==> config.mk <==
export PLATFORM = sky130hd
export DESIGN_NAME = usb_ethernet_power_state_manager
export DESIGN_NICKNAME = d
export VERILOG_FILES = /design/src/rtl/pwr_state_pkg.sv /design/src/rtl/phy_reset_timer.sv /design/src/rtl/usb_ethernet_power_state_manager.sv
export SDC_FILE = /design/constraint.sdc
export NUM_CORES = 1
export LEC_CHECK = 0
export ABC_AREA = 1
export BUFFER_PORTS_ARGS = -buffer_cell sky130_fd_sc_hd__buf_4
export CAP_MARGIN = 20
export CORE_ASPECT_RATIO = 0.7
export CORE_UTILIZATION = 45
export DETAILED_ROUTE_END_ITERATION = 10
export PLACE_DENSITY = 0.73
export SYNTH_ARGS = -nofsm -noshare
export SYNTH_HDL_FRONTEND = slang
export SYNTH_HIERARCHICAL = 1
export SYNTH_SLANG_ARGS = --single-unit
==> constraint.sdc <==
create_clock -name sys_clk -period 1.4 [get_ports sys_clk]
set_input_delay 0.28 -clock sys_clk [delete_from_list [all_inputs] [get_ports sys_clk]]
set_output_delay 0.28 -clock sys_clk [all_outputs]
set_load 0.02 [all_outputs]
==> src/rtl/pwr_state_pkg.sv <==
// Shared constants and types of the power-state manager
package pwr_state_pkg;

  // ==========================================================
  // Clock and timing
  localparam int unsigned CLK_MHZ = 40;
  localparam int unsigned PHY_RST_TIME_US = 4000;
  localparam int unsigned PHY_RST_CYCLES = PHY_RST_TIME_US * CLK_MHZ;
  localparam int unsigned PHY_CNT_W = 18;

  // ==========================================================
  // Register bus
  localparam int unsigned ADDR_W = 8;
  localparam int unsigned DATA_W = 32;
  localparam logic [7:0] PWR_CTL_ADDR = 8'h00;

  // power_mgmt_control field positions
  localparam int unsigned MODE_LSB = 0;
  localparam int unsigned MODE_MSB = 1;
  localparam int unsigned PHY_RST_BIT = 2;
  localparam int unsigned EEE_RX_EN_BIT = 3;
  localparam int unsigned EEE_TX_EN_BIT = 4;
  localparam int unsigned FILT_WAKE_BIT = 5;
  localparam int unsigned READY_BIT = 7;
  localparam int unsigned STATE_LSB = 8;
  localparam int unsigned STATE_MSB = 11;

  // Suspend-mode encodings
  localparam logic [1:0] MODE_SLEEP0 = 2'h0;
  localparam logic [1:0] MODE_SLEEP2 = 2'h2;
  localparam logic [1:0] MODE_SLEEP3 = 2'h3;
  localparam logic [1:0] MODE_RESET = MODE_SLEEP2;
  localparam logic EN_RESET = 1'b0;

  // ==========================================================
  // Types
  typedef enum logic [3:0] {
    ST_BOOT,
    ST_UNPOWERED,
    ST_PLL_START,
    ST_NORM_UNCONF,
    ST_NORM_CONF,
    ST_SLEEP0,
    ST_SLEEP2,
    ST_SLEEP3
  } pwr_state_t;

  typedef struct packed {
    logic gpio;
    logic wol;
    logic eee_receive_wake_flag;
    logic eee_transmit_wake_flag;
    logic frame_good;
    logic filter_pass;
  } wake_events_t;

  typedef struct packed {
    logic osc;
    logic pll;
    logic phy;
    logic afe;
    logic subset_clk;
    logic all_clk;
  } power_enables_t;

endpackage

==> src/rtl/phy_reset_timer.sv <==
// Timed active-low reset pulse for the external Ethernet PHY
`timescale 1ns/100ps
module phy_reset_timer #(
  parameter int unsigned CYCLES = pwr_state_pkg::PHY_RST_CYCLES
) (
  input wire logic clk,
  input wire logic rst_b,
  input wire logic start,
  output logic busy_ff,
  output logic done_ff,
  output logic ext_a_b_ff
);

  localparam logic [pwr_state_pkg::PHY_CNT_W-1:0] LAST =
    pwr_state_pkg::PHY_CNT_W'(CYCLES - 1);

  logic [pwr_state_pkg::PHY_CNT_W-1:0] cnt_ff;
  logic [pwr_state_pkg::PHY_CNT_W-1:0] nxt_cnt;
  logic nxt_busy;
  wire at_end = busy_ff && (cnt_ff == LAST);

  // ==========================================================
  // Counter; a new start restarts the full interval
  assign nxt_busy = start || (busy_ff && !at_end);
  assign nxt_cnt = (start || !busy_ff) ? '0 :
                   pwr_state_pkg::PHY_CNT_W'(cnt_ff + 1'b1);

  always_ff @(posedge clk or negedge rst_b) begin
    if (!rst_b) begin
      cnt_ff <= '0;
      busy_ff <= 1'b0;
      done_ff <= 1'b0;
      ext_a_b_ff <= 1'b1;
    end else begin
      cnt_ff <= nxt_cnt;
      busy_ff <= nxt_busy;
      done_ff <= at_end && !start;
      ext_a_b_ff <= !nxt_busy;
    end
  end

endmodule

==> src/rtl/usb_ethernet_power_state_manager.sv <==
// Power-state manager: states, clock enables, suspend and wake
// ==========================================================
`timescale 1ns/100ps
module usb_ethernet_power_state_manager #(
  parameter int unsigned PHY_RST_CYCLES = pwr_state_pkg::PHY_RST_CYCLES
) (
  input wire logic sys_clk,
  input wire logic rst_b,
  input wire logic usb_power_detect,
  input wire logic pll_locked,
  input wire logic usb_suspend,
  input wire logic usb_resume,
  input wire logic usb_reset,
  input wire logic ext_reset_b,
  input wire logic set_config,
  input wire logic set_config_value,
  input wire pwr_state_pkg::wake_events_t wake_in,
  input wire logic [pwr_state_pkg::ADDR_W-1:0] reg_addr,
  input wire logic [pwr_state_pkg::DATA_W-1:0] reg_wdata,
  input wire logic reg_wr,
  input wire logic reg_rd,
  output logic [pwr_state_pkg::DATA_W-1:0] reg_rdata_ff,
  output pwr_state_pkg::power_enables_t enables_ff,
  output logic ext_a_b,
  output logic ready_ff,
  output logic rx_store_ff,
  output logic wake_notify_ff
);

  // ==========================================================
  // Reset release
  logic rst_meta_ff;
  logic rst_sync_b;

  always_ff @(posedge sys_clk or negedge rst_b) begin
    if (!rst_b) begin
      rst_meta_ff <= 1'b0;
      rst_sync_b <= 1'b0;
    end else begin
      rst_meta_ff <= 1'b1;
      rst_sync_b <= rst_meta_ff;
    end
  end

  // ==========================================================
  // Register decode
  logic [1:0] mode_ff;
  logic eee_rx_en_ff;
  logic eee_tx_en_ff;
  logic filt_wake_ff;
  pwr_state_pkg::pwr_state_t state_ff;
  pwr_state_pkg::pwr_state_t nxt_state;

  wire ctl_hit = (reg_addr == pwr_state_pkg::PWR_CTL_ADDR);
  wire ctl_wr = reg_wr && ctl_hit;
  wire ctl_rd = reg_rd && ctl_hit;
  wire sw_phy_rst = ctl_wr && reg_wdata[pwr_state_pkg::PHY_RST_BIT];

  logic [pwr_state_pkg::DATA_W-1:0] ctl_view;
  always_comb begin
    ctl_view = '0;
    ctl_view[pwr_state_pkg::MODE_MSB:pwr_state_pkg::MODE_LSB] = mode_ff;
    ctl_view[pwr_state_pkg::EEE_RX_EN_BIT] = eee_rx_en_ff;
    ctl_view[pwr_state_pkg::EEE_TX_EN_BIT] = eee_tx_en_ff;
    ctl_view[pwr_state_pkg::FILT_WAKE_BIT] = filt_wake_ff;
    ctl_view[pwr_state_pkg::READY_BIT] = ready_ff;
    ctl_view[pwr_state_pkg::STATE_MSB:pwr_state_pkg::STATE_LSB] = state_ff;
  end

  wire [pwr_state_pkg::DATA_W-1:0] nxt_rdata = ctl_rd ? ctl_view : '0;

  // ==========================================================
  // Events
  wire in_sleep = (state_ff == pwr_state_pkg::ST_SLEEP0) ||
                  (state_ff == pwr_state_pkg::ST_SLEEP2) ||
                  (state_ff == pwr_state_pkg::ST_SLEEP3);
  wire in_normal = (state_ff == pwr_state_pkg::ST_NORM_UNCONF) ||
                   (state_ff == pwr_state_pkg::ST_NORM_CONF);
  wire powered = in_sleep || in_normal ||
                 (state_ff == pwr_state_pkg::ST_PLL_START);
  wire hard_reset = powered && (usb_reset || !ext_reset_b);
  wire deconfig = (state_ff == pwr_state_pkg::ST_NORM_CONF) &&
                  set_config && !set_config_value;
  // A USB reset or reset pin (hard reset) also forces the mode, as deconfiguration does
  wire force_mode = deconfig || hard_reset;

  wire eee_wake = (wake_in.eee_receive_wake_flag && eee_rx_en_ff) ||
                  (wake_in.eee_transmit_wake_flag && eee_tx_en_ff);
  wire good_frame = filt_wake_ff && wake_in.frame_good &&
                    wake_in.filter_pass;
  wire wake_s0 = wake_in.gpio || wake_in.wol || eee_wake;
  wire wake_s2 = wake_in.gpio;
  wire wake_s3 = wake_in.gpio || wake_in.wol || eee_wake || good_frame;
  wire wake_now = ((state_ff == pwr_state_pkg::ST_SLEEP0) && wake_s0) ||
                  ((state_ff == pwr_state_pkg::ST_SLEEP2) && wake_s2) ||
                  ((state_ff == pwr_state_pkg::ST_SLEEP3) && wake_s3);

  // Suspend target follows only USB suspend/U3, never U1/U2/L1
  logic [1:0] mode_pick;
  assign mode_pick = mode_ff;
  wire pwr_state_pkg::pwr_state_t conf_target =
    (mode_pick == pwr_state_pkg::MODE_SLEEP0) ? pwr_state_pkg::ST_SLEEP0 :
    (mode_pick == pwr_state_pkg::MODE_SLEEP3) ? pwr_state_pkg::ST_SLEEP3 :
    pwr_state_pkg::ST_SLEEP2;

  // ==========================================================
  // State machine
  logic from_unconf_ff;
  logic nxt_from_unconf;

  always_comb begin
    nxt_state = state_ff;
    nxt_from_unconf = from_unconf_ff;
    if (!usb_power_detect && state_ff != pwr_state_pkg::ST_BOOT) begin
      nxt_state = pwr_state_pkg::ST_UNPOWERED;
    end else if (hard_reset) begin
      nxt_state = pwr_state_pkg::ST_NORM_UNCONF;
    end else begin
      case (state_ff)
        pwr_state_pkg::ST_BOOT: begin
          nxt_state = usb_power_detect ? pwr_state_pkg::ST_PLL_START :
                      pwr_state_pkg::ST_UNPOWERED;
        end
        pwr_state_pkg::ST_UNPOWERED: begin
          nxt_state = pwr_state_pkg::ST_PLL_START;
        end
        pwr_state_pkg::ST_PLL_START: begin
          if (pll_locked) begin
            nxt_state = pwr_state_pkg::ST_NORM_UNCONF;
          end
        end
        pwr_state_pkg::ST_NORM_UNCONF: begin
          if (usb_suspend) begin
            nxt_state = pwr_state_pkg::ST_SLEEP2;
            nxt_from_unconf = 1'b1;
          end else if (set_config && set_config_value) begin
            nxt_state = pwr_state_pkg::ST_NORM_CONF;
          end
        end
        pwr_state_pkg::ST_NORM_CONF: begin
          if (usb_suspend) begin
            nxt_state = conf_target;
            nxt_from_unconf = 1'b0;
          end else if (deconfig) begin
            nxt_state = pwr_state_pkg::ST_NORM_UNCONF;
          end
        end
        default: begin
          if (usb_resume || wake_now) begin
            nxt_state = from_unconf_ff ? pwr_state_pkg::ST_NORM_UNCONF :
                        pwr_state_pkg::ST_NORM_CONF;
          end
        end
      endcase
    end
  end

  // ==========================================================
  // Clock and power enables per state
  pwr_state_pkg::power_enables_t nxt_en;
  always_comb begin
    nxt_en = '0;
    case (nxt_state)
      pwr_state_pkg::ST_UNPOWERED: begin
        nxt_en = '0;
      end
      pwr_state_pkg::ST_BOOT: begin
        nxt_en.osc = 1'b1;
      end
      pwr_state_pkg::ST_PLL_START: begin
        nxt_en.osc = 1'b1;
        nxt_en.pll = 1'b1;
      end
      pwr_state_pkg::ST_NORM_UNCONF: begin
        nxt_en = '{osc: 1'b1, pll: 1'b1, phy: 1'b1, afe: 1'b1,
                   subset_clk: 1'b1, all_clk: 1'b0};
      end
      pwr_state_pkg::ST_NORM_CONF: begin
        nxt_en = '1;
      end
      pwr_state_pkg::ST_SLEEP0: begin
        nxt_en.osc = 1'b1;
        nxt_en.phy = 1'b1;
      end
      pwr_state_pkg::ST_SLEEP3: begin
        nxt_en = '{osc: 1'b1, pll: 1'b1, phy: 1'b1, afe: 1'b0,
                   subset_clk: 1'b1, all_clk: 1'b1};
      end
      default: begin
        nxt_en.osc = 1'b1;
      end
    endcase
  end

  // ==========================================================
  // PHY reset pulse and ready flag
  wire power_gain = (state_ff == pwr_state_pkg::ST_UNPOWERED) &&
                    usb_power_detect;
  wire boot_done = (state_ff == pwr_state_pkg::ST_BOOT) &&
                   usb_power_detect;
  logic phy_start_ff;
  logic phy_busy;
  logic phy_done;
  wire nxt_phy_start = boot_done || power_gain || hard_reset ||
                       sw_phy_rst;

  phy_reset_timer #(
    .CYCLES(PHY_RST_CYCLES)
  ) u_phy_reset_timer (
    .clk(sys_clk),
    .rst_b(rst_sync_b),
    .start(phy_start_ff),
    .busy_ff(phy_busy),
    .done_ff(),
    .ext_a_b_ff(ext_a_b)
  );
  assign phy_done = !phy_busy && !phy_start_ff;

  wire nxt_ready = (nxt_state == pwr_state_pkg::ST_NORM_CONF ||
                    nxt_state == pwr_state_pkg::ST_NORM_UNCONF) &&
                   phy_done && !nxt_phy_start;

  // ==========================================================
  // Frame storing in sleep three
  wire s3_wake_frame = (state_ff == pwr_state_pkg::ST_SLEEP3) &&
                       (wake_in.wol || good_frame);
  wire nxt_store = !hard_reset && powered &&
                   (s3_wake_frame || (rx_store_ff && !usb_resume));

  wire nxt_notify = wake_now && !usb_resume && !hard_reset &&
                    usb_power_detect;

  // ==========================================================
  // Control register and state flops
  logic [1:0] nxt_mode;
  assign nxt_mode = force_mode ? pwr_state_pkg::MODE_RESET :
    ctl_wr ? reg_wdata[pwr_state_pkg::MODE_MSB:pwr_state_pkg::MODE_LSB] :
    mode_ff;

  always_ff @(posedge sys_clk or negedge rst_sync_b) begin
    if (!rst_sync_b) begin
      state_ff <= pwr_state_pkg::ST_BOOT;
      from_unconf_ff <= 1'b0;
      mode_ff <= pwr_state_pkg::MODE_RESET;
      eee_rx_en_ff <= pwr_state_pkg::EN_RESET;
      eee_tx_en_ff <= pwr_state_pkg::EN_RESET;
      filt_wake_ff <= pwr_state_pkg::EN_RESET;
      enables_ff <= '0;
      phy_start_ff <= 1'b0;
      ready_ff <= 1'b0;
      rx_store_ff <= 1'b0;
      wake_notify_ff <= 1'b0;
      reg_rdata_ff <= '0;
    end else begin
      state_ff <= nxt_state;
      from_unconf_ff <= nxt_from_unconf;
      mode_ff <= nxt_mode;
      if (ctl_wr) begin
        eee_rx_en_ff <= reg_wdata[pwr_state_pkg::EEE_RX_EN_BIT];
        eee_tx_en_ff <= reg_wdata[pwr_state_pkg::EEE_TX_EN_BIT];
        filt_wake_ff <= reg_wdata[pwr_state_pkg::FILT_WAKE_BIT];
      end
      enables_ff <= nxt_en;
      phy_start_ff <= nxt_phy_start;
      ready_ff <= nxt_ready;
      rx_store_ff <= nxt_store;
      wake_notify_ff <= nxt_notify;
      reg_rdata_ff <= nxt_rdata;
    end
  end

  // ==========================================================
  // Checks
  a_unpow_all_off: assert property (
    @(posedge sys_clk) disable iff (!rst_sync_b)
    state_ff == pwr_state_pkg::ST_UNPOWERED |-> enables_ff == '0)
    else $error("enables on while unpowered");

  a_power_loss: assert property (
    @(posedge sys_clk) disable iff (!rst_sync_b)
    (!usb_power_detect && state_ff != pwr_state_pkg::ST_BOOT) |=>
    state_ff == pwr_state_pkg::ST_UNPOWERED)
    else $error("power loss did not reach unpowered");

  a_lock_to_unconf: assert property (
    @(posedge sys_clk) disable iff (!rst_sync_b)
    (state_ff == pwr_state_pkg::ST_PLL_START && pll_locked &&
     usb_power_detect && !hard_reset) |=>
    state_ff == pwr_state_pkg::ST_NORM_UNCONF && enables_ff.pll)
    else $error("pll lock not followed by unconfigured");

  a_osc_powered: assert property (
    @(posedge sys_clk) disable iff (!rst_sync_b)
    (in_sleep || in_normal) |-> ##1 enables_ff.osc || !usb_power_detect ||
    $past(!usb_power_detect))
    else $error("oscillator off while powered");

  a_unconf_sleep2: assert property (
    @(posedge sys_clk) disable iff (!rst_sync_b)
    (state_ff == pwr_state_pkg::ST_NORM_UNCONF && usb_suspend &&
     usb_power_detect && !hard_reset) |=>
    state_ff == pwr_state_pkg::ST_SLEEP2)
    else $error("unconfigured suspend not to sleep two");

  a_mode_forced: assert property (
    @(posedge sys_clk) disable iff (!rst_sync_b)
    deconfig |=> mode_ff == pwr_state_pkg::MODE_SLEEP2)
    else $error("mode not forced on deconfiguration");

  a_sleep2_gpio: assert property (
    @(posedge sys_clk) disable iff (!rst_sync_b)
    (state_ff == pwr_state_pkg::ST_SLEEP2 && !wake_in.gpio &&
     !usb_resume && !hard_reset && usb_power_detect) |=>
    state_ff == pwr_state_pkg::ST_SLEEP2)
    else $error("sleep two left without gpio or resume");

  a_reset_suspend: assert property (
    @(posedge sys_clk) disable iff (!rst_sync_b)
    (in_sleep && usb_reset && usb_power_detect) |=>
    state_ff == pwr_state_pkg::ST_NORM_UNCONF ##1 !ext_a_b)
    else $error("reset in suspend mishandled");

  a_ready_after_phy: assert property (
    @(posedge sys_clk) disable iff (!rst_sync_b)
    !ext_a_b |-> !ready_ff)
    else $error("ready while PHY reset held");

  a_sleep0_pll_off: assert property (
    @(posedge sys_clk) disable iff (!rst_sync_b)
    ($past(state_ff) == pwr_state_pkg::ST_SLEEP0 &&
     state_ff == pwr_state_pkg::ST_SLEEP0) |->
    (!enables_ff.pll && enables_ff.osc && enables_ff.phy))
    else $error("sleep zero enables wrong");

  a_s3_store_held: assert property (
    @(posedge sys_clk) disable iff (!rst_sync_b)
    (rx_store_ff && !usb_resume && !hard_reset && powered &&
     usb_power_detect) |=> rx_store_ff)
    else $error("frame storing dropped before resume");

endmodule

==> results of run 1 <==
-- routing by layer --
metal	global-route usage	wire [um]	vias to the layer above
met1	0.249	3050	1183
li1	-	-	1256
met5	0	0	-
met4	0.0933	168	0
met3	0.0470	223	19
met2	0.365	3340	46
-- final cells by class --
class | instances | area (um^2)
clock buffers | 5 | 68.8
multi-input cells | 247 | 1410
clock inverters | 3 | 22.5
inverters | 50 | 193
fillers | 481 | 2100
well taps | 75 | 93.8
repair buffers | 91 | 706
flip-flops and latches | 52 | 1310
-- placed cells by master, fill, tap and decap left out, drive strengths merged, types with 2 or more instances in the layout --
cell type,instances
a2111oi,2
a21oi,14
a31oi,2
buf,90
clkbuf,5
clkinv,2
conb,23
dfrtp,50
dfstp,2
ha,2
inv,51
nand2,89
nand3,22
nand4,8
nor2,61
nor3,3
nor4,2
o211ai,2
o21ai,13
-- power by group --
group          switching (W)  internal [W]  leakage (nW)
Combinational        0.00160       0.00110          1.24
Clock               0.000515      0.000359        0.0485
Sequential          0.000197       0.00170         0.668
Total                0.00231       0.00315          1.96
-- flip-flops by register name, summed over array words and instances, names as in the netlist --
signal                        count
u_phy_reset_timer/cnt_ff         18
reg_rdata_ff                     10
enables_ff                        6
state_ff                          4
mode_ff                           2
eee_rx_en_ff                      1
eee_tx_en_ff                      1
filt_wake_ff                      1
from_unconf_ff                    1
phy_start_ff                      1
ready_ff                          1
rst_meta_ff                       1
rst_sync_b                        1
rx_store_ff                       1
u_phy_reset_timer/busy_ff         1
u_phy_reset_timer/ext_a_b_ff      1
wake_notify_ff                    1
-- timing repair --
action | in CTS | in global routing
resized for setup | 17 | 39
buffers inserted | 4 | 8
setup endpoints to repair | 15 | 21
pin swaps | 6 | 21
endpoints found under the hold margin | 2 | 0
gates cloned | 0 | 0
hold buffers | 1 | 0
-- worst min-delay path by stage --
stage / slack, ns / depth (start not counted) / to
floorplan: -0.02 / 0 / rst_meta_ff
finish: 0.10 / 1 / enables_ff[5]
detailed placement: 0.07 / 1 / rst_meta_ff
global route: 0.09 / 1 / enables_ff[5]
global placement: 0.06 / 1 / rst_meta_ff
CTS: 0.1 / 1 / enables_ff[5]
-- per-stage QoR --
step	utilization	setup TNS (ns)	hold WS (ns)
after floorplan	-	-1.13	-0.0156
after global placement	0.588	-2.75	0.0637
after detailed placement	0.588	-3.42	0.0650
after CTS	0.617	-2.44	0.0997
after global routing	0.644	-4.97	0.0948
final	0.644	-3.44	0.104
==> impl_metrics.ini, run 1 <==
[pwr]
finalPower_w = 0.00547
worst_ir_drop_on_vdd_v = 0.000939
power-per-cell-area_nw_per_um2 = 1440
static_leakage_nw = 1.96

[cts]
cts_sinks = 52
numCtsBuffers = 5
clock_insertion_delay_worst_skew_ns = 0.31
cts_root_buf = sky130_fd_sc_hd__clkbuf_8
cts_htree_levels = 2
max-clock-path-buffers = 2
tritoncts = built
clkSlewWorstSetupHoldPaths_ns = 0.10

[global_routing]
first_pass_grt_wire_length_um = 10800
grt_start_max_net_pins = 51
grt_usage = 0.207
overflow = 0
grt_antenna_before_repair = 0
first_global_vias = 2449

[hold_path]
holdCritPathClass = input pin to flop
min_from = usb_power_detect

[synth]
syn_area_um2 = 2830
netlist_instances = 353
synth.yosys.warnings = 6
syn_avg_cell_area_um2 = 8.02

[setup_path]
worst_ep_arrival_time_ns = 2.12
r2r_end = ready_ff
ff2ff_path_depth = 15
cpLargestDelayFamily = simple AND/OR/NAND/NOR gates
r2r-start = state_ff[3]
path_common_cell = sky130_fd_sc_hd__nand2_4
timing.critical_path.buf_inv = 2
max_stage_delay_ns = 0.44
slack_of_the_worst_reg_to_reg_path_ns = -0.48
worst-endpoint-required_ns = 1.64
worstPathMaxFanout = 5
worst_setup_path_start_kind = flop
timing.critical_path.cells = inv_2, nand2_4, nor2_2, nand2_1, nand2_1, inv_2, nand3_4, nand2_4, nand2_2, nand2_2, nand2_4, nand2_4, nor2_4, nand2_4, a21oi_2
timing.critical_path.slowest_stage_cell = sky130_fd_sc_hd__dfrtp_1
timing.critical_path.depth = 15
timing.critical_path.from = state_ff[3]
criticalPathCategory = flop to flop
critPathCaptureType = flop
worst_setup_path_endpoint = ready_ff

[placement]
post_dp_cell_area_um2 = 3470
io_buffers = 51
gp_congestion = 0.940
hpwlAfterDp_um = 4820
place.detailed.instances = 505
worst_setup_slack_after_placement_ns = -0.430

[sta]
report.final.slew_viol_count = 0
clock.fmax_mhz = 533
fin_ws_ns = -0.478
finalClockSkew_ns = 0.0121
setup_repair_after_global_routing_missed_its_margin = true
final_setup_violation_count = 12
final_min_period_over_clock_period = 1.34
hold_viol_final = 0
finalCriticalPeriod_ns = 1.88

[route]
wl_per_cell_um = 13.0
detailed_route_wl_um = 6790
drt.antenna.violating_nets = 0
vias_after_detailed_routing = 2504
drc = 0
post_drt_via_cell_ratio = 4.79
drt_iter0_markers = 56
dr.pass1.iters = 4

[die]
core_region_area_um2 = 5900
die_h_um = 68.4
floorplan.initialDensity = 0.480
dieWidth_um = 96.8
overall_die_area_um2 = 6620
ios = 100
rows = 23

[finish]
stdcell_area_um2 = 3800
fraction_of_final_layout_cells_with_drive_strength_greater_than_1 = 0.408
layout.cells.non_filler = 523
area_growth_pct = 34.1
antenna_cells_inserted = 0
fin_nets = 507

[run]
cap_violations = 0

[status]
violations = negative setup slack
run_status = finished, violations left
Power figures use the tool's default switching activity.
==> run 2: changes to the inputs <==
--- a/config.mk
+++ b/config.mk
@@ -9,9 +9,10 @@
 export BUFFER_PORTS_ARGS = -buffer_cell sky130_fd_sc_hd__buf_4
 export CAP_MARGIN = 20
 export CORE_ASPECT_RATIO = 0.7
-export CORE_UTILIZATION = 45
+export CORE_UTILIZATION = 50
 export DETAILED_ROUTE_END_ITERATION = 10
-export PLACE_DENSITY = 0.73
+export PLACE_DENSITY = 0.77
+export SLEW_MARGIN = 20
 export SYNTH_ARGS = -nofsm -noshare
 export SYNTH_HDL_FRONTEND = slang
 export SYNTH_HIERARCHICAL = 1
==> constraint.sdc (replaced) <==
create_clock -name sys_clk -period 1.9 [get_ports sys_clk]
set_input_delay 0.38 -clock sys_clk [delete_from_list [all_inputs] [get_ports sys_clk]]
set_output_delay 0.38 -clock sys_clk [all_outputs]
set_load 0.02 [all_outputs]
==> run 2 against run 1 <==
The run now ends clean. Sequential cell count stayed put. Die area decreased by 9.8%. Sequential share of layout area rose by 2.7 points. Via count shrank 3.4%. Fmax grew 3.4%. Critical path type unchanged. Highest routed layer unchanged.
==> impl_metrics.ini, run 2 (synthesized netlist as in run 1, its figures left out) <==
[status]
run_status = finished clean

[route]
wl_per_cell_um = 12.4
top_layer_used = met4
met2WireLength_um = 2480
drc = 0
drt.antenna.violating_nets = 0
dr.pass1.iters = 4
wl_met1_um = 3010
post_drt_via_cell_ratio = 4.90
met3RoutedLength_um = 525
drt_iter0_markers = 163
detailed_route_wl_um = 6100
vias_after_detailed_routing = 2418

[setup_path]
timing.critical_path.buf_inv = 3
slack_of_the_worst_reg_to_reg_path_ns = 0.08
criticalPathCategory = flop to flop
critPathCaptureType = flop
ff2ff_path_depth = 15
max_stage_delay_ns = 0.45
r2r_end = ready_ff
cpLargestDelayFamily = simple AND/OR/NAND/NOR gates
timing.critical_path.slowest_stage_cell = sky130_fd_sc_hd__dfrtp_2
timing.critical_path.cells = buf_6, nand2_4, nor2_2, nand2_1, nand2_1, inv_2, nand3_4, nand2_4, nand2_1, nand2_1, nand2_2, inv_4, nor2_4, nand2_4, a21oi_2
worstPathMaxFanout = 5
r2r-start = state_ff[2]
worst_ep_arrival_time_ns = 2.06
path_common_cell = sky130_fd_sc_hd__nand2_1
worst-endpoint-required_ns = 2.14
worst_setup_path_start_kind = flop

[pwr]
static_leakage_nw = 1.81
worst_ir_drop_on_vdd_v = 0.00106
power-per-cell-area_nw_per_um2 = 1070

[finish]
largest_register_ff_count = 18
fin_nets = 480
fraction_of_final_layout_cells_with_drive_strength_greater_than_1 = 0.328
top_regs = u_phy_reset_timer/cnt_ff: 18 flops, reg_rdata_ff: 10 flops, enables_ff: 6 flops
final_util = 0.661
stdcell_area_um2 = 3530
mostFrequentLayoutCells = 68 x sky130_fd_sc_hd__nand2_1, 62 x sky130_fd_sc_hd__buf_4, 45 x sky130_fd_sc_hd__dfrtp_1, 44 x sky130_fd_sc_hd__nor2_1, 40 x sky130_fd_sc_hd__inv_1
layout_commonest_cell = sky130_fd_sc_hd__nand2_1
antenna_cells_inserted = 0
area_growth_pct = 24.6
largest-register = u_phy_reset_timer/cnt_ff

[placement]
post_dp_cell_area_um2 = 3260
gp_congestion = 0.900
io_buffers = 51
hpwlAfterDp_um = 4450
worst_setup_slack_after_placement_ns = 0.0311

[run]
cap_violations = 0

[sta]
finalClockSkew_ns = 0.00840
setup_repair_after_global_routing_missed_its_margin = true
worst_slew_pin_slew_ns = 0.610
clock.fmax_mhz = 551
final_setup_violation_count = 0
hold_viol_final = 0
fin_ws_ns = 0.0844
max_slew_margin = 0.593
worst_hold_slack_ns = 0.201
report.final.slew_viol_count = 0
final_min_period_over_clock_period = 0.956
finalCriticalPeriod_ns = 1.82

[cts]
clock_insertion_delay_worst_skew_ns = 0.31
cts_root_buf = sky130_fd_sc_hd__clkbuf_8
clkSlewWorstSetupHoldPaths_ns = 0.09
cts_htree_levels = 2
tritoncts = built
numCtsBuffers = 5
max-clock-path-buffers = 2
cts_sinks = 52

[hold_path]
holdCritPathClass = input pin to flop
min_from = usb_power_detect
whs_endpoint = enables_ff[5]
worst_hold_stages = 1

[global_routing]
overflow = 0
grt_usage = 0.224
first_pass_grt_wire_length_um = 10200
first_global_vias = 2159
grt_antenna_before_repair = 0
grt_start_max_net_pins = 51

[die]
floorplan.initialDensity = 0.530
die_h_um = 65.0
ios = 100
core_region_area_um2 = 5340
dieWidth_um = 92.0
rows = 22
overall_die_area_um2 = 5980
==> run 2: cell types whose count changed in the layout (fill, tap and decap cells not counted), moves of 2 or more <==
cell / delta
sky130_fd_sc_hd__nor2_2: -5
sky130_fd_sc_hd__nand2_1: +7
sky130_fd_sc_hd__nand2_4: -4
sky130_fd_sc_hd__a2111oi_0: +2
sky130_fd_sc_hd__buf_4: -25
sky130_fd_sc_hd__inv_2: -2
sky130_fd_sc_hd__ha_1: +2
sky130_fd_sc_hd__inv_1: +2
sky130_fd_sc_hd__nand2_2: -3
sky130_fd_sc_hd__nor2_1: +4
sky130_fd_sc_hd__clkbuf_8: +2
==> run 2: metal layers <==
layer,vias up,global-route usage
met3,8,0.0622
met1,1122,0.339
li1,1200,-
met4,0,0.0859
met2,88,0.300
met5,-,0
==> run 2: metrics by stage <==
stage	cells	total power (W)	TNS, ns
after detailed placement	479	0.00272	0
final	493	0.00376	0
after CTS	488	0.00344	0
after global placement	479	0.00269	0
after floorplan	374	0.00234	0
after global routing	493	0.00402	-0.110
==> run 2: worst max-delay path by stage <==
stage / cells past startpoint / end / startpoint / slack, ns
after floorplan: 11 / enables_ff[4] / mode_ff[1] / 0.26
after global placement: 9 / ready_ff / state_ff[1] / 0.03
after detailed placement: 9 / ready_ff / state_ff[1] / 0.03
after CTS: 11 / enables_ff[4] / mode_ff[1] / 0.03
after global routing: 11 / enables_ff[3] / mode_ff[1] / -0.03
final: 15 / ready_ff / state_ff[2] / 0.08
==> run 2: cell type report <==
cell class,instances,area (um^2)
repair buffers,64,487
inverters,50,195
clock buffers,8,100
well taps,72,90.1
flip-flops and latches,52,1310
fillers,432,1810
multi-input cells,247,1350
==> run 2: repair_timing <==
item                                   4_1_cts  5_1_grt
pin swaps                                    0       16
setup endpoints to repair                    1        6
setup buffers                                0        5
endpoints found under the hold margin        2        0
resized for setup                            2       36
hold buffers                                 1        0
==> run 2: where the power goes <==
part | internal (W) | switching (W)
clock network | 0.000333 | 0.000355
logic | 0.000639 | 0.00104
registers | 0.00125 | 0.000139
total | 0.00222 | 0.00154
==> run 2: worst reg2reg max path, cell delays in order, from the launching register on <==
cell                      delay (ns)
sky130_fd_sc_hd__dfrtp_2        0.45
sky130_fd_sc_hd__buf_6          0.13
sky130_fd_sc_hd__nand2_4        0.06
sky130_fd_sc_hd__nor2_2         0.11
sky130_fd_sc_hd__nand2_1        0.05
sky130_fd_sc_hd__nand2_1        0.08
sky130_fd_sc_hd__inv_2          0.07
sky130_fd_sc_hd__nand3_4        0.09
sky130_fd_sc_hd__nand2_4        0.07
sky130_fd_sc_hd__nand2_1        0.06
sky130_fd_sc_hd__nand2_1        0.06
sky130_fd_sc_hd__nand2_2        0.13
sky130_fd_sc_hd__inv_4          0.06
sky130_fd_sc_hd__nor2_4         0.11
sky130_fd_sc_hd__nand2_4        0.08
sky130_fd_sc_hd__a21oi_2        0.14
==> run 3: changes to the inputs <==
--- a/config.mk
+++ b/config.mk
@@ -12,6 +12,7 @@
 export CORE_UTILIZATION = 50
 export DETAILED_ROUTE_END_ITERATION = 10
 export PLACE_DENSITY = 0.77
+export SETUP_SLACK_MARGIN = 0.3
 export SLEW_MARGIN = 20
 export SYNTH_ARGS = -nofsm -noshare
 export SYNTH_HDL_FRONTEND = slang
==> run 3 against run 2 <==
Critical path depth stayed put. Final area is 2.1% higher. Combinational power is 5% higher. Fmax grew 1.1%. Sequential cell count unchanged. Via count rose by 1.6%. Non-clock buffer count rose by 6. Global-route usage fell by 0.29 points. Sequential share of layout area decreased by 0.81 points. Register-to-register slack better by 0.02 ns. Routed wire length is 6.5% higher. Critical path type unchanged.
==> impl_metrics.ini, run 3 (synthesized netlist as in run 1, its figures left out) <==
[route]
drc = 0
wl_per_cell_um = 13.0
drt.antenna.violating_nets = 0
drt_iter0_markers = 89
detailed_route_wl_um = 6500
post_drt_via_cell_ratio = 4.92
dr.pass1.iters = 5
vias_after_detailed_routing = 2457

[sta]
finalCriticalPeriod_ns = 1.80
final_setup_violation_count = 0
setup_repair_after_global_routing_missed_its_margin = true
final_min_period_over_clock_period = 0.945
report.final.slew_viol_count = 0
worst_hold_slack_ns = 0.198
finalClockSkew_ns = 0.00671
hold_viol_final = 0
clock.fmax_mhz = 557

[global_routing]
grt_antenna_before_repair = 0
grt_usage = 0.222
first_global_vias = 2226
first_pass_grt_wire_length_um = 10300
grt_start_max_net_pins = 34
overflow = 0

[finish]
mostFrequentLayoutCells = 68 x sky130_fd_sc_hd__buf_4, 60 x sky130_fd_sc_hd__nand2_1, 46 x sky130_fd_sc_hd__dfrtp_1, 43 x sky130_fd_sc_hd__nor2_1, 38 x sky130_fd_sc_hd__inv_1
fraction_of_final_layout_cells_with_drive_strength_greater_than_1 = 0.358
layout_commonest_cell = sky130_fd_sc_hd__buf_4
largest_register_ff_count = 18
n_fill_cell = 430
largest-register = u_phy_reset_timer/cnt_ff
fin_nets = 486
top_regs = u_phy_reset_timer/cnt_ff: 18 flops, reg_rdata_ff: 10 flops, enables_ff: 6 flops
layout.cells.non_filler = 499
area_growth_pct = 27.3
antenna_cells_inserted = 0

[setup_path]
worst_setup_path_start_kind = flop
path_common_cell = sky130_fd_sc_hd__nand2_4
critPathCaptureType = flop
max_stage_delay_ns = 0.50
timing.critical_path.cells = inv_2, nand2_2, nor2_2, nand2_1, nand2_1, inv_2, nand3_4, nand2_4, nand2_2, nand2_2, nand2_4, nand2_4, nor2_4, nand2_4, a21oi_2
r2r-start = state_ff[1]
timing.critical_path.slowest_stage_cell = sky130_fd_sc_hd__dfrtp_2
criticalPathCategory = flop to flop
r2r_end = ready_ff
worstPathMaxFanout = 7
ff2ff_path_depth = 15
worst_ep_arrival_time_ns = 2.02
slack_of_the_worst_reg_to_reg_path_ns = 0.10
worst-endpoint-required_ns = 2.13
timing.critical_path.from = state_ff[1]

[status]
run_status = finished clean

[pwr]
seqPwrFrac = 0.370
switching_pwr_w = 0.00159
power-per-cell-area_nw_per_um2 = 1060
comb_power_share = 0.464
cell_internal_pwr_w = 0.00222
share_of_total_power_consumed_by_net_switching = 0.418
power.share.clock = 0.166
static_leakage_nw = 1.85
worst_ir_drop_on_vdd_v = 0.00101

[placement]
hpwlAfterDp_um = 4560
io_buffers = 51
place.detailed.instances = 475
gp_congestion = 0.931

[run]
cap_violations = 0

[die]
core_region_area_um2 = 5340
ios = 100
floorplan.initialDensity = 0.530
die_h_um = 65.0
dieWidth_um = 92.0
overall_die_area_um2 = 5980
rows = 22

[cts]
numCtsBuffers = 5
cts_sinks = 52
clkSlewWorstSetupHoldPaths_ns = 0.09
cts_root_buf = sky130_fd_sc_hd__clkbuf_8
tritoncts = built
clock_insertion_delay_worst_skew_ns = 0.30
cts_htree_levels = 2
max-clock-path-buffers = 2

[hold_path]
holdCritPathClass = flop to async pin
## run 3: changes by cell type in the layout (fill, tap and decap cells not counted), sizes merged
| cell | previous run | this run |
|---|---|---|
| buf | 63 | 69 |
| clkinv | 1 | 0 |
| inv | 49 | 50 |
## run 3: timing repair
item | 4_1_cts | 5_1_grt
endpoints found under the setup margin | 7 | 9
buffers inserted | 9 | 6
hold buffers | 1 | 0
resized for setup | 17 | 26
hold endpoints to repair | 2 | 0
pin swaps | 8 | 16
## run 3: final cells by class
cell class	instances	area (um^2)	area share
tap	72	90.1	0.0250
inverter	50	193	0.0534
multi-input combinational	247	1380	0.384
clock buffer	8	90.1	0.0250
sequential	52	1310	0.363
timing repair buffer	70	541	0.150
## run 3: how the worst max path moves through the flow
stage / to / slack [ns] / depth (start not counted)
after floorplan: enables_ff[4] / 0.29 / 11
after global placement: ready_ff / 0.06 / 9
after detailed placement: ready_ff / 0.04 / 9
after CTS: enables_ff[4] / 0.16 / 11
after global routing: ready_ff / -0.001 / 15
final: ready_ff / 0.10 / 15
## run 3: power groups by stage
stage	Sequential, W	Combinational [W]	Clock, W
final	0.00141	0.00177	0.000634
after global routing	0.00142	0.00191	0.000691
after floorplan	0.00144	0.000918	0
after global placement	0.00140	0.00124	0
after CTS	0.00138	0.00148	0.000647
after detailed placement	0.00140	0.00128	0
## run 3: critical path: cells and delay by family, from the launching register on
kind	cells	cell delay, ns
AO/OA/AOI/OAI	1	0.13
buffers and inverters	2	0.16
flip-flops	1	0.50
AND/OR/NAND/NOR	12	0.94
## run 3: stage by stage
step	TNS, ns	power (W)	util	instance area (um^2)	worst slack, ns
finish	0	0.00381	0.675	3610	0.105
global route	-0.00133	0.00403	0.675	3610	-0.00133
CTS	0	0.00351	0.651	3480	0.163
detailed placement	0	0.00268	0.611	3260	0.0414
global placement	0	0.00264	0.611	3260	0.0648
floorplan	0	0.00236	-	2930	0.291
## run 3: per-layer routing
| layer | global-route usage | up-vias | wire length (um) |
|---|---|---|---|
| li1 | - | 1204 | - |
| met3 | 0.0481 | 4 | 519 |
| met5 | 0 | - | 0 |
| met4 | 0.0469 | 0 | 8 |
| met1 | 0.314 | 1145 | 3060 |
| met2 | 0.352 | 104 | 2910 |
